<file path="src/hw/dcir_pkg.sv">
// Purpose: constants for the dual processor interrupt router
// Assumes: 32-bit processor memory writes, one write per cycle
// Notes: offsets are the low 28 bits of the byte address
package dcir_pkg;
	// -------------------------------------------------------------------
	// address map
	// -------------------------------------------------------------------
	localparam logic [27:0] DCIR_OFF_IPI = 28'hfc00000;
	localparam logic [27:0] DCIR_OFF_MASK = 28'hfc00010;
	localparam logic [27:0] DCIR_OFF_TOGGLE = 28'hfc00018;
	localparam logic [27:0] DCIR_OFF_ALTCPU = 28'hfc00028;
	localparam logic [27:0] DCIR_OFF_BASE = 28'hfc00030;
	localparam logic [27:0] DCIR_OFF_MPEN = 28'hfc00038;
	// -------------------------------------------------------------------
	// field positions and reset values
	// -------------------------------------------------------------------
	localparam int DCIR_BIT_D0 = 0;
	localparam int DCIR_BASE_MSB = 3;
	localparam logic [3:0] DCIR_BASE_RST = 4'hf;
	localparam logic DCIR_MASK0_RST = 1'h0;
	localparam logic DCIR_MASK1_RST = 1'h1;
	localparam logic DCIR_TOGGLE_RST = 1'h0;
	localparam logic DCIR_ALTCPU_RST = 1'h0;
	localparam logic DCIR_MPEN_RST = 1'h0;
	// which processor legacy requests go to
	typedef enum logic [0:0] {
		DCIR_TGT_CPU0 = 1'b0,
		DCIR_TGT_CPU1 = 1'b1
	} dcir_target_t;
endpackage

</file>
<file path="src/hw/dcir_irq_steer.sv">
// Purpose: steer legacy interrupt requests between two processors
// Assumes: requests arrive as one-cycle pulses on clk_sys_i
// Notes: only legacy requests advance the alternation
`timescale 1ns/1ps
`default_nettype none
module dcir_irq_steer (
	input wire logic clk_sys_i,
	input wire logic sys_rst_i,
	input wire logic legacy_irq_i,
	input wire logic toggle_en_i,
	input wire logic mp_en_i,
	input wire logic [1:0] mask_i,
	output logic [1:0] legacy_irq_o
);
	import dcir_pkg::*;
	dcir_target_t next_tgt_r;
	dcir_target_t next_tgt_nxt;
	logic alt_mode;
	logic [1:0] route;
	// -------------------------------------------------------------------
	// target choice
	// -------------------------------------------------------------------
	// alternation only counts while toggle and multiprocessor are both on
	assign alt_mode = toggle_en_i && mp_en_i;
	assign route[0] = legacy_irq_i && (!alt_mode || next_tgt_r == DCIR_TGT_CPU0) && !mask_i[0];
	assign route[1] = legacy_irq_i && alt_mode && next_tgt_r == DCIR_TGT_CPU1 && !mask_i[1];
	// a masked target still consumes its turn, keeping the sequence fair
	assign next_tgt_nxt = (legacy_irq_i && alt_mode) ?
		((next_tgt_r == DCIR_TGT_CPU0) ? DCIR_TGT_CPU1 : DCIR_TGT_CPU0) : next_tgt_r;
	// state and registered outputs
	always_ff @(posedge clk_sys_i) begin
		if (sys_rst_i) begin
			next_tgt_r <= DCIR_TGT_CPU0;
			legacy_irq_o <= 2'h0;
		end else begin
			next_tgt_r <= next_tgt_nxt;
			legacy_irq_o <= route;
		end
	end
	// -------------------------------------------------------------------
	// checks
	// -------------------------------------------------------------------
	chk_mask_blocks: assert property (@(posedge clk_sys_i) disable iff (sys_rst_i)
		mask_i[1] |=> !legacy_irq_o[1]) else $error("masked cpu1 got legacy irq");
	chk_fixed_route: assert property (@(posedge clk_sys_i) disable iff (sys_rst_i)
		(legacy_irq_i && !toggle_en_i && !mask_i[0]) |=> legacy_irq_o == 2'h1)
		else $error("fixed mode did not route to cpu0");
	chk_alternation: assert property (@(posedge clk_sys_i) disable iff (sys_rst_i)
		(legacy_irq_i && alt_mode) |=> next_tgt_r != $past(next_tgt_r))
		else $error("alternation did not advance");
	chk_hold_turn: assert property (@(posedge clk_sys_i) disable iff (sys_rst_i)
		!legacy_irq_i |=> $stable(next_tgt_r)) else $error("turn moved without legacy irq");
	chk_mp_off: assert property (@(posedge clk_sys_i) disable iff (sys_rst_i)
		!mp_en_i |=> !legacy_irq_o[1]) else $error("cpu1 got irq with mp off");
	cov_alt_cpu1: cover property (@(posedge clk_sys_i) disable iff (sys_rst_i) legacy_irq_o[1]);
endmodule
`default_nettype wire

</file>
<file path="src/hw/dcir_router.sv">
// Purpose: memory mapped interrupt router for two processor cores
// Assumes: each core issues a one-cycle write strobe with address and data
// Notes: all registers are write-only; nothing is readable back
`timescale 1ns/1ps
`default_nettype none
// Function
// - dispatch write sends ipi while mp enable is set, data ignored
// - top address nibble matches base register
// - base register is four bits, data 3:0
// - base register resets to all ones
// - per-cpu mask on d0, resets 0/1
// - a cpu writes only its own mask
// - set mask blocks legacy irqs to cpu
// - toggle bit d0, zero routes to cpu0
// - toggle set alternates legacy irq targets while mp enable is set
// - ipi never advances alternation
// - alternate cpu type flag on d0
// - multiprocessor enable on d0, resets 0
module dcir_router (
	input wire logic clk_sys_i,
	input wire logic sys_rst_i,
	input wire logic cpu0_wr_i,
	input wire logic [31:0] cpu0_addr_i,
	input wire logic [31:0] cpu0_wdata_i,
	input wire logic cpu1_wr_i,
	input wire logic [31:0] cpu1_addr_i,
	input wire logic [31:0] cpu1_wdata_i,
	input wire logic legacy_irq_i,
	output logic [1:0] legacy_irq_o,
	output logic [1:0] ipi_o,
	output logic alt_cpu_type_o,
	output logic mp_enable_o,
	output logic [3:0] base_nibble_o
);
	import dcir_pkg::*;
	logic [3:0] base_nibble_r;
	logic [3:0] base_nibble_nxt;
	logic [1:0] mask_r;
	logic [1:0] mask_nxt;
	logic toggle_r;
	logic toggle_nxt;
	logic alt_cpu_r;
	logic alt_cpu_nxt;
	logic mp_en_r;
	logic mp_en_nxt;
	logic [1:0] ipi_nxt;
	logic [1:0] hit_ipi;
	logic [1:0] hit_mask;
	logic [1:0] hit_toggle;
	logic [1:0] hit_altcpu;
	logic [1:0] hit_base;
	logic [1:0] hit_mpen;
	logic [1:0] wr;
	logic [31:0] addr [2];
	logic [31:0] wdata [2];
	logic [1:0] hit_any;
	logic clash;
	// -------------------------------------------------------------------
	// decode
	// -------------------------------------------------------------------
	// compare an address against a register offset under the current base
	function automatic logic hit(input logic [31:0] a, input logic [3:0] b,
		input logic [27:0] off);
		hit = (a[31:28] == b) && (a[27:0] == off);
	endfunction
	assign wr = {cpu1_wr_i, cpu0_wr_i};
	assign addr[0] = cpu0_addr_i;
	assign addr[1] = cpu1_addr_i;
	assign wdata[0] = cpu0_wdata_i;
	assign wdata[1] = cpu1_wdata_i;
	// per-core hit vectors; shared registers take cpu1 on a same-cycle clash
	for (genvar c = 0; c < 2; c++) begin : g_dec
		assign hit_ipi[c] = wr[c] && hit(addr[c], base_nibble_r, DCIR_OFF_IPI);
		assign hit_mask[c] = wr[c] && hit(addr[c], base_nibble_r, DCIR_OFF_MASK);
		assign hit_toggle[c] = wr[c] && hit(addr[c], base_nibble_r, DCIR_OFF_TOGGLE);
		assign hit_altcpu[c] = wr[c] && hit(addr[c], base_nibble_r, DCIR_OFF_ALTCPU);
		assign hit_base[c] = wr[c] && hit(addr[c], base_nibble_r, DCIR_OFF_BASE);
		assign hit_mpen[c] = wr[c] && hit(addr[c], base_nibble_r, DCIR_OFF_MPEN);
	end
	// one core hit some register of this block; anything else is dropped silently
	assign hit_any = hit_ipi | hit_mask | hit_toggle | hit_altcpu | hit_base | hit_mpen;
	// limitation: only the exact word offsets decode, so a byte write into the
	// middle of a register location is ignored rather than merged
	// both cores wrote one shared register in the same cycle; cpu1 takes it
	assign clash = (hit_toggle[0] && hit_toggle[1]) || (hit_altcpu[0] && hit_altcpu[1]) ||
		(hit_base[0] && hit_base[1]) || (hit_mpen[0] && hit_mpen[1]);
	// -------------------------------------------------------------------
	// next values
	// -------------------------------------------------------------------
	// each core owns one mask bit; the other core's write cannot reach it
	assign mask_nxt[0] = hit_mask[0] ? wdata[0][DCIR_BIT_D0] : mask_r[0];
	assign mask_nxt[1] = hit_mask[1] ? wdata[1][DCIR_BIT_D0] : mask_r[1];
	assign toggle_nxt = hit_toggle[1] ? wdata[1][DCIR_BIT_D0] :
		hit_toggle[0] ? wdata[0][DCIR_BIT_D0] : toggle_r;
	assign alt_cpu_nxt = hit_altcpu[1] ? wdata[1][DCIR_BIT_D0] :
		hit_altcpu[0] ? wdata[0][DCIR_BIT_D0] : alt_cpu_r;
	assign base_nibble_nxt = hit_base[1] ? wdata[1][DCIR_BASE_MSB:0] :
		hit_base[0] ? wdata[0][DCIR_BASE_MSB:0] : base_nibble_r;
	assign mp_en_nxt = hit_mpen[1] ? wdata[1][DCIR_BIT_D0] :
		hit_mpen[0] ? wdata[0][DCIR_BIT_D0] : mp_en_r;
	// ipi goes to the other core; data is never looked at
	assign ipi_nxt = mp_en_r ? {hit_ipi[0], hit_ipi[1]} : 2'h0;
	// -------------------------------------------------------------------
	// registers
	// -------------------------------------------------------------------
	// base nibble; a new value moves the whole window for the next write
	always_ff @(posedge clk_sys_i) begin
		if (sys_rst_i) begin
			base_nibble_r <= DCIR_BASE_RST;
		end else begin
			base_nibble_r <= base_nibble_nxt;
		end
	end
	// one mask bit per core, each with its own value after reset
	always_ff @(posedge clk_sys_i) begin
		if (sys_rst_i) begin
			mask_r <= {DCIR_MASK1_RST, DCIR_MASK0_RST};
		end else begin
			mask_r <= mask_nxt;
		end
	end
	// routing mode for legacy requests
	always_ff @(posedge clk_sys_i) begin
		if (sys_rst_i) begin
			toggle_r <= DCIR_TOGGLE_RST;
		end else begin
			toggle_r <= toggle_nxt;
		end
	end
	// processor type flag is only exported; nothing in here depends on it
	always_ff @(posedge clk_sys_i) begin
		if (sys_rst_i) begin
			alt_cpu_r <= DCIR_ALTCPU_RST;
		end else begin
			alt_cpu_r <= alt_cpu_nxt;
		end
	end
	// multiprocessor enable gates both ipi and alternation
	always_ff @(posedge clk_sys_i) begin
		if (sys_rst_i) begin
			mp_en_r <= DCIR_MPEN_RST;
		end else begin
			mp_en_r <= mp_en_nxt;
		end
	end
	// ipi lasts one cycle because ipi_nxt only follows a write strobe
	always_ff @(posedge clk_sys_i) begin
		if (sys_rst_i) begin
			ipi_o <= 2'h0;
		end else begin
			ipi_o <= ipi_nxt;
		end
	end
	assign alt_cpu_type_o = alt_cpu_r;
	assign mp_enable_o = mp_en_r;
	assign base_nibble_o = base_nibble_r;
	// -------------------------------------------------------------------
	// legacy steering
	// -------------------------------------------------------------------
	// ipi has no path into the steering block, so it cannot move the turn
	dcir_irq_steer u_steer (
		.clk_sys_i(clk_sys_i),
		.sys_rst_i(sys_rst_i),
		.legacy_irq_i(legacy_irq_i),
		.toggle_en_i(toggle_r),
		.mp_en_i(mp_en_r),
		.mask_i(mask_r),
		.legacy_irq_o(legacy_irq_o)
	);
	// -------------------------------------------------------------------
	// checks
	// -------------------------------------------------------------------
	chk_ipi_send: assert property (@(posedge clk_sys_i) disable iff (sys_rst_i)
		(hit_ipi[0] && mp_en_r) |=> ipi_o[1]) else $error("ipi not sent to cpu1");
	chk_base_decode: assert property (@(posedge clk_sys_i) disable iff (sys_rst_i)
		(cpu0_wr_i && cpu0_addr_i[31:28] != base_nibble_r) |-> !hit_ipi[0] && !hit_mask[0])
		else $error("decode ignored base nibble");
	chk_base_write: assert property (@(posedge clk_sys_i) disable iff (sys_rst_i)
		(hit_base[0] && !hit_base[1]) |=> base_nibble_r == $past(cpu0_wdata_i[3:0]))
		else $error("base write lost");
	chk_base_reset: assert property (@(posedge clk_sys_i)
		$past(sys_rst_i) |-> base_nibble_r == DCIR_BASE_RST) else $error("base reset wrong");
	chk_mask_own: assert property (@(posedge clk_sys_i) disable iff (sys_rst_i)
		(!hit_mask[1]) |=> mask_r[1] == $past(mask_r[1])) else $error("cpu1 mask changed");
	chk_mask_reset: assert property (@(posedge clk_sys_i)
		$past(sys_rst_i) |-> mask_r == {DCIR_MASK1_RST, DCIR_MASK0_RST})
		else $error("mask reset wrong");
	chk_altcpu_write: assert property (@(posedge clk_sys_i) disable iff (sys_rst_i)
		(hit_altcpu[1]) |=> alt_cpu_r == $past(cpu1_wdata_i[0])) else $error("type flag lost");
	chk_mpen_write: assert property (@(posedge clk_sys_i) disable iff (sys_rst_i)
		(hit_mpen[1]) |=> mp_en_r == $past(cpu1_wdata_i[0])) else $error("mp enable lost");
	chk_ipi_mp_off: assert property (@(posedge clk_sys_i) disable iff (sys_rst_i)
		!mp_en_r |=> ipi_o == 2'h0) else $error("ipi with mp off");
	chk_toggle_write: assert property (@(posedge clk_sys_i) disable iff (sys_rst_i)
		(hit_toggle[0] && !hit_toggle[1]) |=> toggle_r == $past(cpu0_wdata_i[0]))
		else $error("toggle write lost");
	cov_ipi: cover property (@(posedge clk_sys_i) disable iff (sys_rst_i) ipi_o != 2'h0);
	cov_rebase: cover property (@(posedge clk_sys_i) disable iff (sys_rst_i)
		hit_base[0] ##1 hit_ipi[0]);
	cov_toggle_on: cover property (@(posedge clk_sys_i) disable iff (sys_rst_i)
		toggle_r && mp_en_r && legacy_irq_i);
	cov_clash: cover property (@(posedge clk_sys_i) disable iff (sys_rst_i) clash);
	// -------------------------------------------------------------------
	// checks: decode and ipi
	// -------------------------------------------------------------------
	// the second core decodes through the same base nibble as the first
	chk_base_decode1: assert property (@(posedge clk_sys_i) disable iff (sys_rst_i)
		(cpu1_wr_i && cpu1_addr_i[31:28] != base_nibble_r) |-> !hit_any[1])
		else $error("cpu1 decode ignored base nibble");
	// a write that hits nothing must leave every register alone
	chk_stray_drop: assert property (@(posedge clk_sys_i) disable iff (sys_rst_i)
		(hit_any == 2'h0) |=> $stable(base_nibble_r) && $stable(mask_r)
		&& $stable(toggle_r) && $stable(alt_cpu_r) && $stable(mp_en_r))
		else $error("stray write changed a register");
	// an ipi pulse needs a dispatch write in the cycle before
	chk_ipi_quiet: assert property (@(posedge clk_sys_i) disable iff (sys_rst_i)
		(hit_ipi == 2'h0) |=> ipi_o == 2'h0)
		else $error("ipi without dispatch write");
	chk_ipi_to_cpu0: assert property (@(posedge clk_sys_i) disable iff (sys_rst_i)
		(hit_ipi[1] && mp_en_r) |=> ipi_o[0])
		else $error("ipi not sent to cpu0");
	// a core never interrupts itself through the dispatch register
	chk_ipi_no_self0: assert property (@(posedge clk_sys_i) disable iff (sys_rst_i)
		(hit_ipi[0] && !hit_ipi[1]) |=> !ipi_o[0])
		else $error("ipi looped back to cpu0");
	chk_ipi_no_self1: assert property (@(posedge clk_sys_i) disable iff (sys_rst_i)
		(hit_ipi[1] && !hit_ipi[0]) |=> !ipi_o[1])
		else $error("ipi looped back to cpu1");
	// crossed dispatch writes in one cycle must both land
	chk_ipi_both: assert property (@(posedge clk_sys_i) disable iff (sys_rst_i)
		(hit_ipi == 2'h3 && mp_en_r) |=> ipi_o == 2'h3)
		else $error("crossed ipi lost");
	// -------------------------------------------------------------------
	// checks: register writes
	// -------------------------------------------------------------------
	// each core's own strobe sets its own mask bit from d0
	chk_mask0_write: assert property (@(posedge clk_sys_i) disable iff (sys_rst_i)
		hit_mask[0] |=> mask_r[0] == $past(cpu0_wdata_i[0]))
		else $error("cpu0 mask write lost");
	chk_mask1_write: assert property (@(posedge clk_sys_i) disable iff (sys_rst_i)
		hit_mask[1] |=> mask_r[1] == $past(cpu1_wdata_i[0]))
		else $error("cpu1 mask write lost");
	chk_mask0_own: assert property (@(posedge clk_sys_i) disable iff (sys_rst_i)
		!hit_mask[0] |=> mask_r[0] == $past(mask_r[0]))
		else $error("cpu0 mask changed");
	// on a clash the shared registers take the second core's data
	chk_toggle_win: assert property (@(posedge clk_sys_i) disable iff (sys_rst_i)
		hit_toggle[1] |=> toggle_r == $past(cpu1_wdata_i[0]))
		else $error("toggle clash lost");
	chk_altcpu_cpu0: assert property (@(posedge clk_sys_i) disable iff (sys_rst_i)
		(hit_altcpu[0] && !hit_altcpu[1]) |=> alt_cpu_r == $past(cpu0_wdata_i[0]))
		else $error("cpu0 type flag write lost");
	chk_mpen_cpu0: assert property (@(posedge clk_sys_i) disable iff (sys_rst_i)
		(hit_mpen[0] && !hit_mpen[1]) |=> mp_en_r == $past(cpu0_wdata_i[0]))
		else $error("cpu0 mp enable write lost");
	chk_base_win: assert property (@(posedge clk_sys_i) disable iff (sys_rst_i)
		hit_base[1] |=> base_nibble_r == $past(cpu1_wdata_i[3:0]))
		else $error("base clash lost");
	// without a hit a shared register keeps its value
	chk_toggle_hold: assert property (@(posedge clk_sys_i) disable iff (sys_rst_i)
		(hit_toggle == 2'h0) |=> $stable(toggle_r))
		else $error("toggle changed unasked");
	chk_altcpu_hold: assert property (@(posedge clk_sys_i) disable iff (sys_rst_i)
		(hit_altcpu == 2'h0) |=> $stable(alt_cpu_r))
		else $error("type flag changed unasked");
	chk_mpen_hold: assert property (@(posedge clk_sys_i) disable iff (sys_rst_i)
		(hit_mpen == 2'h0) |=> $stable(mp_en_r))
		else $error("mp enable changed unasked");
	chk_base_hold: assert property (@(posedge clk_sys_i) disable iff (sys_rst_i)
		(hit_base == 2'h0) |=> $stable(base_nibble_r))
		else $error("base changed unasked");
	// -------------------------------------------------------------------
	// checks: reset values
	// -------------------------------------------------------------------
	// looked at on every edge after a reset edge, mid-run resets included
	chk_toggle_reset: assert property (@(posedge clk_sys_i)
		$past(sys_rst_i) |-> toggle_r == DCIR_TOGGLE_RST)
		else $error("toggle reset wrong");
	chk_altcpu_reset: assert property (@(posedge clk_sys_i)
		$past(sys_rst_i) |-> alt_cpu_r == DCIR_ALTCPU_RST)
		else $error("type flag reset wrong");
	chk_mpen_reset: assert property (@(posedge clk_sys_i)
		$past(sys_rst_i) |-> mp_en_r == DCIR_MPEN_RST)
		else $error("mp enable reset wrong");
	chk_ipi_reset: assert property (@(posedge clk_sys_i)
		$past(sys_rst_i) |-> ipi_o == 2'h0)
		else $error("ipi reset wrong");
	chk_legacy_reset: assert property (@(posedge clk_sys_i)
		$past(sys_rst_i) |-> legacy_irq_o == 2'h0)
		else $error("legacy outputs reset wrong");
	// -------------------------------------------------------------------
	// checks: legacy routing at the block edge
	// -------------------------------------------------------------------
	// a masked cpu0 gets nothing, whatever the routing mode
	chk_mask0_blocks: assert property (@(posedge clk_sys_i) disable iff (sys_rst_i)
		mask_r[0] |=> !legacy_irq_o[0])
		else $error("masked cpu0 got legacy irq");
	// with multiprocessor off every unmasked request lands on cpu0
	chk_mp_off_route: assert property (@(posedge clk_sys_i) disable iff (sys_rst_i)
		(legacy_irq_i && !mp_en_r && !mask_r[0]) |=> legacy_irq_o == 2'h1)
		else $error("mp off did not route to cpu0");
	// one request is delivered to one core at most, never copied
	chk_legacy_onehot: assert property (@(posedge clk_sys_i) disable iff (sys_rst_i)
		legacy_irq_o != 2'h3)
		else $error("legacy irq sent to both cores");
endmodule
`default_nettype wire

</file>
<file path="config.mk">
export PLATFORM = sky130hd
export DESIGN_NAME = dcir_router
export DESIGN_NICKNAME = d
export VERILOG_FILES = /design/src/hw/dcir_pkg.sv /design/src/hw/dcir_irq_steer.sv /design/src/hw/dcir_router.sv
export SDC_FILE = /design/constraint.sdc
export NUM_CORES = 1
export LEC_CHECK = 0
export BUFFER_PORTS_ARGS = -buffer_cell sky130_fd_sc_hd__buf_2
export CAP_MARGIN = 20
export CORE_ASPECT_RATIO = 0.9
export CORE_MARGIN = 3
export CORE_UTILIZATION = 30
export CTS_BUF_LIST = sky130_fd_sc_hd__clkbuf_8 sky130_fd_sc_hd__clkbuf_16
export DETAILED_ROUTE_END_ITERATION = 16
export MAX_ROUTING_LAYER = met4
export PLACE_DENSITY = 0.95
export SYNTH_ARGS = -nofsm -noshare
export SYNTH_HDL_FRONTEND = slang
export SYNTH_SLANG_ARGS = --single-unit
</file>
<file path="constraint.sdc">
create_clock -name clk_sys_i -period 3.2 [get_ports clk_sys_i]
set_input_delay 0.32 -clock clk_sys_i [delete_from_list [all_inputs] [get_ports clk_sys_i]]
set_output_delay 0.32 -clock clk_sys_i [all_outputs]
set_load 0.01 [all_outputs]
</file>
=== Word-level counts from Yosys, hierarchy flattened ===
Cells that the tools add are included.

* Register bits after elaboration: 14
* Input bits: 133
* Word-level logic and storage cells: 73

* Eq/ne operators: 14
* Mux-type cells: 9
* Bitwise operators: 2
* Reduce and logical (&&, ||, !) cells: 39

{| class="wikitable"
|+ Operator list
! kind !! count
|-
| $eq 28x28->1 const B || 12
|-
| $logic_and 1x1->1 || 30
|-
| $eq 4x4->1 || 2
|-
| $mux 4 || 2
|-
| $reduce_bool 2->1 || 4
|-
| $mux 1 || 7
|-
| $logic_not 1->1 || 3
|-
| $not 1->1 || 2
|-
| $reduce_or 2->1 || 1
|-
| $logic_or 1x1->1 || 1
|}

=== Logic depth before layout (Yosys ltp) ===
Gate-level depths: netlist of run 1.

* Word-level depth: 5
* Mapped depth: 7
* Depth with buffers taken out: 6

=== Hierarchy ===
A second synthesis of run 1 with hierarchy kept.

* Cells, all modules: 114
* Area, all modules: 952.2 um2

{| class="wikitable"
|+ By module, submodules not included
! module !! times used !! cells each !! area an instance (um2) !! seq. area each (um2)
|-
| dcir_router || 1 || 103 || 837.1 || 220.2
|-
| dcir_irq_steer || 1 || 11 || 115.1 || 60.1
|}

=== Least setup slack after synthesis of run 1 ===
No wires, ideal clock.

* Path type: input port to flip-flop
* Start point: input port cpu1_addr_i[19]
* End point: register base_nibble_r[0], in the netlist base_nibble_o[0]
* Arrival time: 2.004 ns
* Data required time: 3.080 ns
* Setup slack: 1.076 ns
* Stages on the path: 7
* Buffers on the path: 1
* Cells stage by stage: or4_1 -> nor4_1 -> nand3_1 -> or4_1 -> buf_2 -> mux2i_1 -> nand2_1

* Cells in the longest elaborated chain, start to end: 4
* Elaborated cells on any way between the ends: 5

{| class="wikitable"
|+ Ends and longest elaborated chain
! what !! RTL line !! source
|-
| start, declared || dcir_router.sv:26 || <nowiki>input wire logic [31:0] cpu1_addr_i,</nowiki>
|-
| $eq 28x28->1 (*) || dcir_router.sv:64 || <nowiki>hit = (a[31:28] == b) && (a[27:0] == off);</nowiki>
|-
| $logic_and 1x1->1 (*) || dcir_router.sv:64 ||
|-
| $logic_and 1x1->1 (*) || dcir_router.sv:77 || <nowiki>assign hit_base[c] = wr[c] && hit(addr[c], base_nibble_r, DCIR_OFF_BASE);</nowiki>
|-
| $mux 4 or $reduce_bool 2->1 (tied branches) || n/a ||
|-
| end signal, assigned || dcir_router.sv:111 || <nowiki>base_nibble_r <= base_nibble_nxt;</nowiki>
|-
| end, declared || dcir_router.sv:36 || <nowiki>logic [3:0] base_nibble_r;</nowiki>
|}

Mark *: on every way between the ends. The rest lies on a longest branch, timed or not.
A chain may end at the register's enable or synchronous reset.

=== Worst setup path in the final report of run 1 ===
* Start point: input port cpu1_addr_i[19]
* End point: register base_nibble_r[3], in the netlist base_nibble_o[3]

Same word-level chain as after synthesis.

==> metrics, run 1 <==
crit path DAT=2.30 ns; Net count, final=325; cts bufs inserted=3; Post-Syn Area per Cell=8.66 sq um; initial antenna violation count=0; Synth Register Bits=14; CTS tree=done; Final Hold Vio Count=0; VDD IR-drop max=0.000143 V; Post-route DRC=0; # hold bufs at CTS=0; CP delay by family, top=simple AND/OR/NAND/NOR gates; max-cap check violation count=0; Core Box Area=2770 sq um; critical path class=primary input to register; Iter 0 DRT Violations=8; most used cell, CP=or4_1; Crit. End Element=register; worst min path class=primary input to register; Critical Path Start Type=primary input; clk sinks=14; synth unique cells=28; max frequency=462 MHz; Final Cycle Share=0.677; RSZ-0062 raised after global routing=no; final worst-path setup slack=1.03 ns; TNS Setup=0 ns; Slew headroom=0.654; Synth Cell Area=883 sq um; first-pass GRT wire length=4470 um; Die ar.=3630 sq um; Critical Path Fanout Max=6; routed vias/inst=4.95; top-area cell type share of the netlist area=0.317; Final Max Slew Viols=0; WP data required=3.33 ns; IO Pins=143; most numerous cell in the Yosys netlist=dfxtp_1; post-synthesis cell count=102; cell taking the most area after synthesis=dfxtp_1; GPL Wtd Cong=0.727; PD cells=297 nW/um^2; GRT Residual Overflow=0; Yosys warnings=0; main flop type after synthesis=dfxtp_1; final HPWL from detailed placement=2500 um; measured slew at the worst slew-check pin=0.514 ns; Mapped Nets=235; fraction of registers with async set/reset=0; CTS max path bufs=2; Rows=18; share of layout cells above drive strength 1=0.497; outcome=finished clean; Starting Density=0.319; root buffer cell=clkbuf_8; antenna diode count=0; sequential area share after synthesis=0.317; Area contributors post-synth=dfxtp_1, mux2i_1, nor4_1; worst path bufs/invs=1; CP Cell Sequence=buf_2, or4_1, nor4_1, nand3_1, or4_1, mux2i_1, nand2_1; largest net degree at the start of global routing=9; clk_lat worst skew=0.25 ns; die width=63.2 um; die outline height=57.5 um; Fin Clk Skew=0.000736 ns; port buffer count=86; fin crit period=2.17 ns; max incr delay on CP=0.59 ns; Final setup violation count=0; Routed Antenna Nets=0; # Post-CTS Setup Buffers=0; clock-pin slew on the worst setup and hold paths=0.06 ns; vias in the first global route=1,130; DP Worst Slack=0.756 ns; Layout area overhead=60.1%; Post-CTS Resized=0; Total Routing Usage GR=0.160; overall routed net length=2920 um; Leak Pwr=0.679 nW; via count=1,144; Post-synth EDFFs=0; Avg WL per Cell=12.6 um; Synth top cells by count=dfxtp_1, mux2i_1, nor2_1, nor4_1, nand2_1; H-tree depth=1; CP max stage cell=or4_1; DRT Pass-1 Iters=4; Pwr Total=0.000419 W
cell type report:
cell class	instances	area [sq um]
Fill cell	277	1360
Inverter	4	15.0
Clock buffer	4	55.1
Multi-Input combinational cell	83	583
Tap cell	40	50.0
Sequential cell	14	280
Timing Repair Buffer	86	430
through the flow:
stage	hold slack [ns]	util	instance area, sq um	instances
after floorplan	0.392	-	883	102
after CTS	0.296	0.510	1410	231
final	0.294	0.510	1410	231
after global routing	0.309	0.510	1410	231
after global placement	0.463	0.491	1360	227
after detailed placement	0.482	0.491	1360	227
sequential cells by signal, summed over array words and instances, names as in the netlist:
name and cells:
alt_cpu_type_o 1, base_nibble_o 4, ipi_o 2, mask_r 2
mp_enable_o 1, toggle_r 1, u_steer.legacy_irq_o 2, u_steer.next_tgt_r 1
cell usage in the layout, fill, tap and decap left out, drive strengths merged, types with 5 or more instances in the layout:
cell and count:
buf 86, dfxtp 14, mux2i 9, nand2 8
nand4 5, nor2 9, nor4 10, xor2 5
cells by family (layout without fill, tap and decap cells):
kind of cell	after synthesis	count (layout)	share of synthesized area
AND/OR/NAND/NOR	56	56	0.382
AO/OA/AOI/OAI	5	5	0.0354
XOR/XNOR	9	9	0.0892
multiplexers	13	13	0.153
buffers and inverters	5	94	0.0227
flip-flops	14	14	0.317
metal layers:
layer,up-vias,share of wire,GRT usage
li1,570,-,-
met1,501,0.34,0.143
met2,65,0.51,0.301
met3,8,0.12,0.0531
met4,0,0.025,0.0800
met5,-,0,-
worst reg2reg max path: cells and delay by family, from the launching register on:
| family | cells | cell delay [ns] |
|---|---|---|
| multiplexers | 2 | 0.53 |
| AND/OR/NAND/NOR | 3 | 0.88 |
| flip-flops | 1 | 0.41 |
| XOR/XNOR | 1 | 0.14 |
path summary, 6_finish.rpt:
kind	start	end	slack (ns)	depth (start not counted)
worst max register to register	base_nibble_o[1]$_SDFFE_PP1P_	base_nibble_o[3]$_SDFFE_PP1P_	1.12	6
worst max-delay path	cpu1_addr_i[19]	base_nibble_o[3]$_SDFFE_PP1P_	1.03	7
worst min register to register	u_steer.next_tgt_r$_SDFFE_PP0N_	u_steer.legacy_irq_o[0]$_SDFF_PP0_	0.50	1
worst min-delay path	cpu0_addr_i[5]	ipi_o[1]$_SDFF_PP0_	0.29	2
power by group:
group / internal [W] / total (W) / switching [W]
logic: 0.0000409 / 0.0000676 / 0.0000267
clock network: 0.000109 / 0.000177 / 0.0000675
registers: 0.000175 / 0.000175 / 0.000000116
No activity file was read; power rests on OpenSTA's default activity.
==> run 2, diff against run 1 <==
Settings changed: CORE_UTILIZATION 30 to 25, PLACE_DENSITY 0.95 to 0.86.
Clock period 3.2 ns to 1.9 ns, I/O delays scaled along.
==> metrics, run 2 (same netlist as run 1, synthesis figures left out) <==
outcome=finished clean; clock-pin slew on the worst setup and hold paths=0.06 ns (about the same); max frequency=543 MHz; overall routed net length=2970 um (+1.5%); clk sinks=14 (unchanged); # Post-CTS Setup Buffers=0 (unchanged); die width=68.7 um (+8.6%); port buffer count=86 (unchanged); fin crit period=1.84 ns; Starting Density=0.275 (-0.0436); vias in the first global route=1,093 (-3.3%); Die ar.=4280 sq um (+18%); root buffer cell=clkbuf_8; share of layout cells above drive strength 1=0.574 (+0.0770); final worst-path setup slack=0.0601 ns (-0.974 ns); clk_lat worst skew=0.25 ns (about the same); most frequent cells in the layout=buf_2, dfxtp_1, mux2i_1, nor2_1, nand2_1; WHS=0.155 ns (-0.139 ns); Final Max Slew Viols=0 (unchanged); CP Cell Sequence=buf_6, or4_4, nor4_4, nand3_2, or4_4, mux2i_1, nand2_1; Layout area overhead=70.4%; IO Pins=143 (unchanged); CTS tree=done; Iter 0 DRT Violations=32 (+24); Final setup violation count=0 (unchanged); measured slew at the worst slew-check pin=0.328 ns (-0.186 ns); Routed Antenna Nets=0 (unchanged); Critical Path Start Type=primary input; H-tree depth=1 (unchanged); first-pass GRT wire length=4290 um (-4.0%); Net count, final=330 (+1.5%); die outline height=62.4 um (+8.5%); Leak Pwr=0.711 nW (+4.7%); Fin Clk Skew=0.00420 ns (+0.00346 ns); critical path class=primary input to register; WP data required=2.04 ns (-1.29 ns); final HPWL from detailed placement=2540 um (+1.6%); Total Routing Usage GR=0.135 (-0.0246); largest net degree at the start of global routing=8 (-1); DRT Pass-1 Iters=4 (unchanged); max-cap check violation count=0 (unchanged); Placed Cells=234 (+3.1%); most used cell, CP=or4_4; Slew headroom=0.779 (+0.125); GRT Residual Overflow=0 (unchanged); initial antenna violation count=0 (unchanged); RSZ-0062 raised after global routing=no; worst min path class=primary input to register; DP Worst Slack=-0.204 ns (-0.960 ns); cts bufs inserted=3 (unchanged); antenna diode count=0 (unchanged); GPL Wtd Cong=0.819 (+13%); Crit. End Element=register; TNS Setup=0 ns (unchanged); via count=1,139 (-0.44%); PD cells=441 nW/um^2 (+49%); Final Cell Area=1510 sq um (+6.5%); Core Box Area=3210 sq um (+16%); Final Hold Vio Count=0 (unchanged); Critical Path Fanout Max=4 (-2); Avg WL per Cell=12.5 um (-1.1%); routed vias/inst=4.81 (-3.0%); max incr delay on CP=0.54 ns (-0.05 ns); most common cell after layout, fill and taps aside=buf_2; CTS max path bufs=2 (unchanged); max reg flops=4 (unchanged); Post-Layout Cell Count=237 (+2.6%); Final Cycle Share=0.968; crit path DAT=1.98 ns (-0.32 ns); placed instance area=1400 sq um (+2.9%); VDD IR-drop max=0.000197 V (+37%); CP max stage cell=or4_4; Post-route DRC=0 (unchanged); Rows=19 (+1)
[run 2: cell types whose count changed in the layout (fill, tap and decap cells not counted), sizes merged]
| cell | before | now |
|---|---|---|
| buf | 86 | 91 |
| clkbuf | 4 | 3 |
[run 2: final timing paths]
path	start	endpoint	slack, ns	depth (start not counted)
max	cpu1_addr_i[19]	base_nibble_o[1]$_SDFFE_PP1P_	0.06	7
min	cpu1_wdata_i[2]	base_nibble_o[2]$_SDFFE_PP1P_	0.16	3
max reg2reg	base_nibble_o[1]$_SDFFE_PP1P_	base_nibble_o[1]$_SDFFE_PP1P_	0.13	7
min reg2reg	mask_r[1]$_SDFFE_PP1P_	mask_r[1]$_SDFFE_PP1P_	0.47	2
[run 2: layout make-up]
| cell class | count | area (sq um) |
|---|---|---|
| multi-input combinational | 83 | 633 |
| clock buffer | 3 | 41.3 |
| tap | 42 | 52.6 |
| fill | 336 | 1700 |
| sequential | 14 | 285 |
| timing repair buffer | 91 | 478 |
| inverter | 4 | 15.0 |
[run 2: metal layers]
metal / vias to the layer above / GRT usage / routed length, um
met5: - / - / 0
met4: 0 / 0.0496 / 40
met3: 5 / 0.0378 / 333
met2: 58 / 0.237 / 1460
met1: 492 / 0.138 / 1130
li1: 584 / - / -
[run 2: report_power, final]
part | internal (W) | switching, W | leakage (nW)
sequential | 0.000295 | 0.000000179 | 0.111
combinational | 0.0000718 | 0.0000488 | 0.578
clock | 0.000141 | 0.000108 | 0.0216
total | 0.000507 | 0.000157 | 0.711
[run 2: through the flow]
step	util	power (W)
2_1_floorplan	-	0.000325
3_3_place_gp	0.436	0.000413
3_5_place_dp	0.436	0.000417
4_1_cts	0.450	0.000662
5_1_grt	0.469	0.000697
6_report	0.469	0.000664
[run 2: timing repair]
| item | in CTS | in global routing |
|---|---|---|
| setup endpoints to repair | 3 | 7 |
| pin swaps | 0 | 2 |
| resized for setup | 1 | 15 |
| hold buffers | 0 | 0 |
[run 2: critical path, delay by kind of cell]
family / cells / cell delay (ns)
simple gates: 5 / 1.52
buf+inv: 1 / 0.09
mux: 1 / 0.19
